<file path="config.mk">
export PLATFORM = sky130hd
export DESIGN_NAME = ccc_alu
export DESIGN_NICKNAME = d
export VERILOG_FILES = /design/src/inc/ccc_pkg.sv /design/src/hw/ccc_alu.sv
export SDC_FILE = /design/constraint.sdc
export NUM_CORES = 1
export LEC_CHECK = 0
export ABC_AREA = 1
export BUFFER_PORTS_ARGS = -buffer_cell sky130_fd_sc_hd__buf_2
export CAP_MARGIN = 20
export CORE_ASPECT_RATIO = 1.5
export CORE_UTILIZATION = 50
export CTS_BUF_LIST = sky130_fd_sc_hd__clkbuf_16
export DETAILED_ROUTE_END_ITERATION = 6
export GPL_TIMING_DRIVEN = 0
export PLACE_DENSITY_LB_ADDON = 0.15
export SETUP_SLACK_MARGIN = 0.15
export SKIP_CTS_REPAIR_TIMING = 1
export SLEW_MARGIN = 20
export SYNTH_ARGS = -nofsm -noshare
export SYNTH_HDL_FRONTEND = slang
export SYNTH_SLANG_ARGS = --single-unit
</file>
<file path="constraint.sdc">
create_clock -name clk -period 2.15 [get_ports clk]
set_input_delay 0.1075 -clock clk [delete_from_list [all_inputs] [get_ports clk]]
set_output_delay 0.1075 -clock clk [all_outputs]
set_load 0.005 [all_outputs]
</file>
<file path="src/inc/ccc_pkg.sv">
// Package with opcodes, flag layout, cycle counts and shared types of the ALU block.
package ccc_pkg;

    // Opcodes handled by the block.
    localparam logic [7:0] OPC_CARRY_TOGGLE = 8'hef;
    localparam logic [7:0] OPC_ZERO_FILL_R  = 8'hb0;
    localparam logic [7:0] OPC_ZERO_FILL_PR = 8'hb1;
    localparam logic [7:0] OPC_INVERT_R     = 8'h60;
    localparam logic [7:0] OPC_INVERT_PR    = 8'h61;
    localparam logic [7:0] OPC_CMP_RR_W     = 8'ha2;
    localparam logic [7:0] OPC_CMP_RIR_W    = 8'ha3;
    localparam logic [7:0] OPC_CMP_RR       = 8'ha4;
    localparam logic [7:0] OPC_CMP_RIR      = 8'ha5;
    localparam logic [7:0] OPC_CMP_RIM      = 8'ha6;
    localparam logic [7:0] OPC_CMP_IRIM     = 8'ha7;

    // Working register escape in the high nibble of a register field.
    localparam logic [3:0] WORK_ESCAPE = 4'he;

    // Flag positions in the flag byte.
    localparam int FLAG_C = 7;
    localparam int FLAG_Z = 6;
    localparam int FLAG_S = 5;
    localparam int FLAG_V = 4;
    localparam int FLAG_D = 3;
    localparam int FLAG_H = 2;

    localparam logic [7:0] FLAGS_RESET = 8'h00;

    // Execution length of each form in clock cycles.
    localparam logic [3:0] CYC_SHORT = 4'h6;
    localparam logic [3:0] CYC_LONG  = 4'ha;

    // Operand address modes.
    typedef enum logic [1:0] {
        working_mode,
        register_mode,
        pointer_register_mode,
        literal_operand_mode
    } ccc_mode_t;

    // An instruction handed to the block: opcode and up to two operand bytes.
    typedef struct packed {
        logic [7:0] opcode;
        logic [7:0] byte1;
        logic [7:0] byte2;
    } ccc_instr_t;

    // A register file write request.
    typedef struct packed {
        logic       en;
        logic [7:0] addr;
        logic [7:0] data;
    } ccc_write_t;

endpackage : ccc_pkg

</file>
<file path="src/hw/ccc_alu.sv">
// Execution datapath for carry toggle, zero fill, invert and compare operations.
`timescale 1ns/1ps
module ccc_alu (
    input  wire logic               clk,
    input  wire logic               nrst,
    input  wire logic               start,
    input  wire ccc_pkg::ccc_instr_t instr,
    input  wire logic [3:0]         work_group,
    input  wire logic [7:0]         rd_data,
    output logic [7:0]              rd_addr,
    output ccc_pkg::ccc_write_t     wr,
    output logic [7:0]              flags,
    output logic                    busy,
    output logic                    done,
    output logic                    bad_opcode
);

    ////////////////////////////////////////////////////////////////////////////
    // Operand address decoding.

    function automatic logic [7:0] reg_addr(input logic [7:0] field, input logic [3:0] grp);
        if (field[7:4] == ccc_pkg::WORK_ESCAPE) begin
            reg_addr = {grp, field[3:0]};
        end else begin
            reg_addr = field;
        end
    endfunction : reg_addr

    typedef enum {st_idle, st_fetch_ptr, st_fetch_a, st_fetch_b, st_wait} ccc_state_t;

    ccc_state_t state;
    ccc_pkg::ccc_instr_t cur;
    logic [7:0] op_a;
    logic [3:0] count;
    logic       known;
    logic [3:0] len;

    always_comb begin
        known  = 1'b1;
        len    = ccc_pkg::CYC_SHORT;
        case (instr.opcode)
            ccc_pkg::OPC_CARRY_TOGGLE, ccc_pkg::OPC_ZERO_FILL_R, ccc_pkg::OPC_ZERO_FILL_PR,
            ccc_pkg::OPC_INVERT_R, ccc_pkg::OPC_INVERT_PR: len = ccc_pkg::CYC_SHORT;
            ccc_pkg::OPC_CMP_RR_W, ccc_pkg::OPC_CMP_RIR_W: begin
                len    = ccc_pkg::CYC_SHORT;
            end
            ccc_pkg::OPC_CMP_RR, ccc_pkg::OPC_CMP_RIR, ccc_pkg::OPC_CMP_RIM,
            ccc_pkg::OPC_CMP_IRIM: begin
                len    = ccc_pkg::CYC_LONG;
            end
            default: known = 1'b0;
        endcase
    end

    ////////////////////////////////////////////////////////////////////////////
    // Arithmetic for the final step, operand b is the last byte read.

    logic [8:0] diff;
    logic [7:0] dst_val;
    logic [7:0] src_val;
    logic [7:0] inv_val;
    logic       src_first;

    // The A4 and A5 compare forms fetch the source first, so the operand order flips.
    assign src_first = (cur.opcode == ccc_pkg::OPC_CMP_RR) || (cur.opcode == ccc_pkg::OPC_CMP_RIR);
    always_comb begin
        dst_val = src_first ? rd_data : op_a;
        src_val = src_first ? op_a : rd_data;
        if (cur.opcode == ccc_pkg::OPC_CMP_RIM || cur.opcode == ccc_pkg::OPC_CMP_IRIM) begin
            dst_val = op_a;
            src_val = cur.byte2;
        end
    end
    assign diff    = {1'b0, dst_val} - {1'b0, src_val};
    assign inv_val = ~rd_data;

    ////////////////////////////////////////////////////////////////////////////
    // Sequencer.

    // Fetch addresses: pointer forms other than A3 first read the pointer register.
    always_ff @(posedge clk) begin
        if (!nrst) begin
            state      <= st_idle;
            cur        <= '0;
            op_a       <= 8'h00;
            count      <= 4'h0;
            rd_addr    <= 8'h00;
            busy       <= 1'b0;
            done       <= 1'b0;
            bad_opcode <= 1'b0;
        end else begin
            done       <= 1'b0;
            bad_opcode <= 1'b0;
            case (state)
                st_idle: begin
                    if (start && !known) begin
                        bad_opcode <= 1'b1;
                    end else if (start) begin
                        cur   <= instr;
                        busy  <= 1'b1;
                        count <= len - 4'h1;
                        case (instr.opcode)
                            ccc_pkg::OPC_CARRY_TOGGLE, ccc_pkg::OPC_ZERO_FILL_R: begin
                                state <= st_wait;
                            end
                            ccc_pkg::OPC_INVERT_R: begin
                                rd_addr <= reg_addr(instr.byte1, work_group);
                                state   <= st_fetch_b;
                            end
                            ccc_pkg::OPC_CMP_RR_W, ccc_pkg::OPC_CMP_RIR_W: begin
                                rd_addr <= {work_group, instr.byte1[7:4]};
                                state   <= st_fetch_a;
                            end
                            ccc_pkg::OPC_CMP_RR, ccc_pkg::OPC_CMP_RIM: begin
                                rd_addr <= reg_addr(instr.byte1, work_group);
                                state   <= st_fetch_a;
                            end
                            default: begin
                                // B1, 61, A5 and A7 read a pointer in byte1 first.
                                rd_addr <= reg_addr(instr.byte1, work_group);
                                state   <= st_fetch_ptr;
                            end
                        endcase
                    end
                end
                st_fetch_ptr: begin
                    count   <= count - 4'h1;
                    rd_addr <= rd_data;
                    if (cur.opcode == ccc_pkg::OPC_CMP_RIR
                        || cur.opcode == ccc_pkg::OPC_CMP_IRIM) begin
                        state <= st_fetch_a;
                    end else begin
                        state <= st_fetch_b;
                    end
                end
                st_fetch_a: begin
                    count <= count - 4'h1;
                    op_a  <= rd_data;
                    state <= st_fetch_b;
                    if (cur.opcode == ccc_pkg::OPC_CMP_RR_W) begin
                        rd_addr <= {work_group, cur.byte1[3:0]};
                    end else if (cur.opcode == ccc_pkg::OPC_CMP_RIR_W) begin
                        rd_addr <= {work_group, cur.byte1[3:0]};
                        state   <= st_fetch_ptr;
                    end else if (cur.opcode == ccc_pkg::OPC_CMP_RR
                                 || cur.opcode == ccc_pkg::OPC_CMP_RIR) begin
                        rd_addr <= reg_addr(cur.byte2, work_group);
                    end
                end
                st_fetch_b: begin
                    count <= count - 4'h1;
                    state <= st_wait;
                end
                st_wait: begin
                    if (count <= 4'h1) begin
                        state <= st_idle;
                        busy  <= 1'b0;
                        done  <= 1'b1;
                    end else begin
                        count <= count - 4'h1;
                    end
                end
                default: state <= st_idle;
            endcase
        end
    end

    ////////////////////////////////////////////////////////////////////////////
    // Results: writes and flags land as the last operand arrives.

    logic fin;
    assign fin = (state == st_fetch_b) || (state == st_idle && start && known
                 && (instr.opcode == ccc_pkg::OPC_CARRY_TOGGLE
                     || instr.opcode == ccc_pkg::OPC_ZERO_FILL_R));

    always_ff @(posedge clk) begin
        if (!nrst) begin
            wr <= '0;
        end else begin
            wr <= '0;
            if (state == st_idle && start && instr.opcode == ccc_pkg::OPC_ZERO_FILL_R) begin
                wr <= '{1'b1, reg_addr(instr.byte1, work_group), 8'h00};
            end else if (state == st_fetch_b && cur.opcode == ccc_pkg::OPC_ZERO_FILL_PR) begin
                wr <= '{1'b1, rd_addr, 8'h00};
            end else if (state == st_fetch_b && (cur.opcode == ccc_pkg::OPC_INVERT_R
                         || cur.opcode == ccc_pkg::OPC_INVERT_PR)) begin
                wr <= '{1'b1, rd_addr, inv_val};
            end
        end
    end

    always_ff @(posedge clk) begin
        if (!nrst) begin
            flags <= ccc_pkg::FLAGS_RESET;
        end else if (fin && state == st_idle && instr.opcode == ccc_pkg::OPC_CARRY_TOGGLE) begin
            flags[ccc_pkg::FLAG_C] <= ~flags[ccc_pkg::FLAG_C];
        end else if (state == st_fetch_b && (cur.opcode == ccc_pkg::OPC_INVERT_R
                     || cur.opcode == ccc_pkg::OPC_INVERT_PR)) begin
            flags[ccc_pkg::FLAG_Z] <= (inv_val == 8'h00);
            flags[ccc_pkg::FLAG_S] <= inv_val[7];
            flags[ccc_pkg::FLAG_V] <= 1'b0;
        end else if (state == st_fetch_b && cur.opcode[7:4] == 4'ha) begin
            flags[ccc_pkg::FLAG_C] <= diff[8];
            flags[ccc_pkg::FLAG_Z] <= (diff[7:0] == 8'h00);
            flags[ccc_pkg::FLAG_S] <= diff[7];
            flags[ccc_pkg::FLAG_V] <= (dst_val[7] != src_val[7]) && (diff[7] != dst_val[7]);
        end
    end

endmodule : ccc_alu

</file>
# Yosys cells after proc, flatten, opt, wreduce, memory -nomap -nowiden
# Cells that the tools add are included.
dict set report op_classes {
  magnitude_cmp 1
  mux 40
  bitwise 6
  reduce_logical 43
  n_eq_ne 37
  n_addsub 3
}
# op n
set ops {}
lappend ops {{$pmux 32 s5} 1}
lappend ops {{$eq 8x8->1 const B} 16}
lappend ops {{$mux 32} 3}
lappend ops {{$mux 8} 11}
lappend ops {{$eq 32x2->1 const B} 2}
lappend ops {{$eq 32x3->1 const B} 2}
lappend ops {{$logic_not 32->1} 2}
lappend ops {{$mux 17} 3}
lappend ops {{$eq 32x1->1 const B} 1}
lappend ops {{$eq 8x7->1 const B} 4}
lappend ops {{$pmux 8 s3} 1}
lappend ops {{$mux 4} 5}
lappend ops {{$logic_not 8->1} 2}
lappend ops {{$pmux 8 s2} 1}
lappend ops {{$eq 4x4->1 const B} 3}
lappend ops {{$pmux 4 s3} 1}
lappend ops {{$reduce_or 4->1} 3}
lappend ops {{$logic_and 1x1->1} 11}
lappend ops {{$reduce_or 11->1} 1}
lappend ops {{$ne 2x2->1 const B} 5}
lappend ops {{$mux 1} 9}
lappend ops {{$pmux 3 s3} 1}
lappend ops {{$sub 8x8->9} 1}
lappend ops {{$not 8->8} 1}
lappend ops {{19 further kinds} 40}
dict set report totals {
  input_bits 39
  regBits 96
  output_inout_bits 36
  elab_cells 145
}

# Depth between registers and ports, before layout
dict set report depth {
  word_depth 10
  ltp_mapped 18
  depth_no_buf 18
}

# Worst setup path before layout
# Ideal clock, no wire load.
dict set report synth_path {
  path_kind {flip-flop to flip-flop}
  start {register cur[20] (netlist name)}
  end {register flags[6]}
  slack_ns -0.223
  path_stages_with_launch 18
  path_buffers 1
  t_arrival_ns 2.304
  setup_ns 0.070
  t_required_ns 2.080
  synth_period_minus_slack_ns 2.373
  path_cell_list {dfxtp_1 > inv_2 > nand2_1 > nor3_2 > nand2_1 > clkbuf_1 > a21oi_1 > ha_1 > inv_1 > fa_1 > nand3_1 > nand2_1 > nand2_1 > nand2_1 > xor2_1 > nor2_1 > nand2_1 > a21oi_1}
}
dict set report synth_between {
  elab_chain_len 8
  elab_cells_between_ends 22
  cone_classes {1 x add/sub; 7 x eq/ne; 6 x mux; 8 x reduce/logical}
}
# element line
set synth_rtl {}
lappend synth_rtl {{start, declared} ccc_alu.sv:32} ;# ccc_pkg::ccc_instr_t cur;
lappend synth_rtl {{start signal, assigned} ccc_alu.sv:99} ;# cur <= instr;
lappend synth_rtl {{$eq 8x8->1} ccc_alu.sv:65} ;# assign src_first = (cur.opcode == ccc_pkg::OPC_CMP_RR) || (cur.opcode == ccc_pkg::OPC_CMP_RIR);
lappend synth_rtl {{$logic_or 1x1->1} ccc_alu.sv:65}
lappend synth_rtl {{$mux 8 (on tied branches)} {ccc_alu.sv:67, ccc_alu.sv:68}}
lappend synth_rtl {{$mux 8} ccc_alu.sv:69} ;# if (cur.opcode == ccc_pkg::OPC_CMP_RIM || cur.opcode == ccc_pkg::OPC_CMP_IRIM) begin
lappend synth_rtl {{$sub 8x8->9} ccc_alu.sv:74} ;# assign diff = {1'b0, dst_val} - {1'b0, src_val};
lappend synth_rtl {{$logic_not 8->1} ccc_alu.sv:204} ;# flags[ccc_pkg::FLAG_Z] <= (diff[7:0] == 8'h00);
lappend synth_rtl {{$mux 4} ccc_alu.sv:202} ;# end else if (state == st_fetch_b && cur.opcode[7:4] == 4'ha) begin
lappend synth_rtl {{$mux 3} ccc_alu.sv:197} ;# end else if (state == st_fetch_b && (cur.opcode == ccc_pkg::OPC_INVERT_R
lappend synth_rtl {{end signal, assigned by index} ccc_alu.sv:203} ;# flags[ccc_pkg::FLAG_C] <= diff[8];
lappend synth_rtl {{end signal, assigned by index} ccc_alu.sv:204}
lappend synth_rtl {{end signal, assigned by index} ccc_alu.sv:205} ;# flags[ccc_pkg::FLAG_S] <= diff[7];
lappend synth_rtl {{end, declared} ccc_alu.sv:12} ;# output logic [7:0] flags,
# Parallel ways exist; a longest one is shown, timed or not. The select of a mux whose other input is x is not followed.
# A chain may end at the register's enable or synchronous reset.

# Worst setup path in the final report
dict set report layout_path {
  start {register cur[22] (netlist name)}
  end {register flags[6]}
}
# Same word-level chain as after synthesis.

==> impl_metrics.toml <==
[floorplan]
boundaryPins = 75
die_area_um2 = 8270
start_util = 0.516
placementRows = 39
core_um2 = 7660
die_h_um = 111
die_w_um = 74.6

[setup_path]
cp_slowest_cell = "fa_2"
slowest_delay_ns = 0.44
cp.arrival_ns = 2.89
critPathTopFamily = "simple AND/OR/NAND/NOR gates"
cp_max_fo = 5
crit_path_start_kind = "flip-flop"
path_buf_inv = 3
reg2reg_from = "cur[22]"
endpoint_kind = "flip-flop"
required_ns = 2.42
worst_setup_path_startpoint = "cur[22]"
critPathKind = "flip-flop to flip-flop"
worstPathCellList = "inv_2, nand2_4, nor3_4, nand2_4, buf_6, o22ai_2, a21oi_2, ha_2, inv_2, fa_2, nor3_2, nand4_1, nor2_2, nand2_1, a21oi_1"

[cells_and_area]
num_antenna_cells = 0
postLayoutCellArea_um2 = 5080
n_fill_cell = 696
area_growth_pct = 28.6
drive_above_1_share = 0.268
nets = 751
final_cells = 808

[yosys]
yosys_warnings = 0
synth_enable_flop_cells = 0
synthArstFlopShare = 0
synth.ff_latch_count = 67
yosysMostFrequentCell = "nand2_1"
yosys-top-cells-area = "dfxtp_1, nand2_1, a21oi_1"
synth_cell_types = 39
synthTopCellsByCount = "nand2_1, inv_1, dfxtp_1"
synth_flop_cell = "dfxtp_1"
synthesis.instances = 599
yosysTopAreaCell = "dfxtp_1"
synthesis.area_um2 = 3950
avgSynthCellArea_um2 = 6.60
yosysTopAreaCellShare = 0.339
ys_seq_area_frac = 0.339

[timing]
worstMarginPinSlew_ns = 0.538
setup_ws_ns = -0.465
fmax_mhz = 382
final_max_slew_viol_count = 0
setup-violations-final = 4
slew_headroom = 0.638
finalCriticalPeriod_ns = 2.62
rsz0062_at_grt = "true"
skew_ns = 0.00603
hold_viol = 0
tns_ns = -1.40
period_share = 1.22

[placed_design]
numPortBuffers = 69
placed_cells = 773
place_area_um2 = 4480
finalWeightedCongestion = 0.880
dpl.hpwl_um = 8740

[drt]
firstDrtPassIters = 5
via_count = 4352
drc_errors = 0
vias_per_cell = 5.39
first_iter_violations = 332
wl_per_cell_um = 14.4
wirelength_um = 11700
ant_nets = 0

[clocking]
clk_pin_slew_ns = 0.06
worst_skew_pair.late_latency_ns = 0.34
ctsHtreeMaxLevel = 3
cts.sinks = 67
root_buffer = "clkbuf_16"
numCtsBuffers = 9
clockBufferDepth = 2
cts_tree = "done"

[grt]
gr-usage-met3 = 0.0509
antenna_found_initial = 0
grt_use_met2 = 0.526
grt_pass1_wl_um = 18500
grt.overflow.total = 0
grt_max_degree = 13
busiest_layer = "met2"
grt_usage = 0.292
grt_pass1_vias = 4011
globalRouteMet1Util = 0.313

[run_status]
violations = "setup timing"
status = "complete, but fails checks"

[power_and_ir_drop]
p_per_area_nw_per_um2 = 651
peakVddDrop_uv = 491
power_leakage_nw = 2.56

[job]
maxCapViolCount = 0

[worst_hold_path]
holdCritStartpoint = "rd_data[3]"
hold_class = "input pin to flip-flop"
[cell type report]
class / instances / area (um2) / area share
well taps: 102 / 128 / 0.0251
clock inverters: 7 / 116 / 0.0229
plain buffers: 25 / 183 / 0.0359
repair buffers: 88 / 492 / 0.0967
multi-input cells: 433 / 2310 / 0.454
inverters: 77 / 289 / 0.0568
flip-flops and latches: 67 / 1340 / 0.264
clock buffers: 9 / 225 / 0.0443
[cells in the final DEF (no fill, tap or decap), types with 2 or more instances in the layout]
| cell type | n |
|---|---|
| o21ai_0 | 52 |
| a21oi_1 | 55 |
| a21oi_2 | 7 |
| inv_1 | 67 |
| buf_6 | 6 |
| or2_2 | 2 |
| o221ai_2 | 2 |
| nand3_2 | 5 |
| nor3_1 | 5 |
| bufinv_16 | 3 |
| nor2_4 | 5 |
| nor3_2 | 3 |
| nand2_2 | 13 |
| inv_2 | 9 |
| nand2_4 | 4 |
| o221ai_1 | 5 |
| clkbuf_16 | 9 |
| buf_4 | 27 |
| nor2_1 | 58 |
| nor2_2 | 6 |
| clkbuf_1 | 5 |
| xor2_1 | 2 |
| o31ai_1 | 2 |
| dfxtp_1 | 65 |
| buf_2 | 74 |
| ha_1 | 8 |
| nand3_1 | 41 |
| clkinv_2 | 2 |
| nand2_1 | 126 |
| xnor2_1 | 2 |
| o21bai_1 | 2 |
| dfxtp_2 | 2 |
| a31oi_1 | 3 |
| o21ai_1 | 2 |
| nand4_1 | 5 |
| nand3b_1 | 3 |
| conb_1 | 4 |
[final timing paths]
kind	end	slack (ns)	depth (start not counted)
worst min register to register	cur[8]	0.46	2
worst max register to register	flags[6]	-0.47	15
worst max-delay path	flags[6]	-0.47	15
worst min-delay path	wr[3]	0.005	2
[sequential cells by signal (all words and copies together) (netlist names)]
| signal | count |
|---|---|
| wr | 17 |
| count | 4 |
| busy | 1 |
| bad_opcode | 1 |
| done | 1 |
| state | 3 |
| cur | 20 |
| flags | 4 |
| op_a | 8 |
| rd_addr | 8 |
[kinds of logic after synthesis]
kind of cell             Yosys count  share of synthesized area
other                              1                   0.000948
AO/OA/AOI/OAI                    135                      0.185
XOR/XNOR                           4                    0.00886
buffers and inverters            102                      0.113
AND/OR/NAND/NOR                  279                      0.316
adder cells (fa/ha/maj)           11                     0.0367
flip-flops                        67                      0.339
[stage by stage]
step                      setup slack [ns]  hold slack, ns  utilization  power, mW
final                               -0.465         0.00470        0.664       3.31
after global routing                -0.640          0.0121        0.664       3.41
after CTS                           -0.467        -0.00238        0.629       3.29
after detailed placement            -0.453           0.350        0.585       1.61
after global placement              -0.407           0.347        0.585       1.61
after floorplan                    -0.0892           0.180            -       1.50
[report_power, final]
part	internal (mW)	switching [mW]
Combinational	0.130	0.207
Clock	1.13	0.568
Sequential	1.26	0.0128
[per-layer routing]
layer,vias to the layer above,wire (um)
met5,-,0
met3,36,622
met2,169,6160
met1,1993,4400
li1,2154,-
met4,0,467
Power figures use the tool's default switching activity.
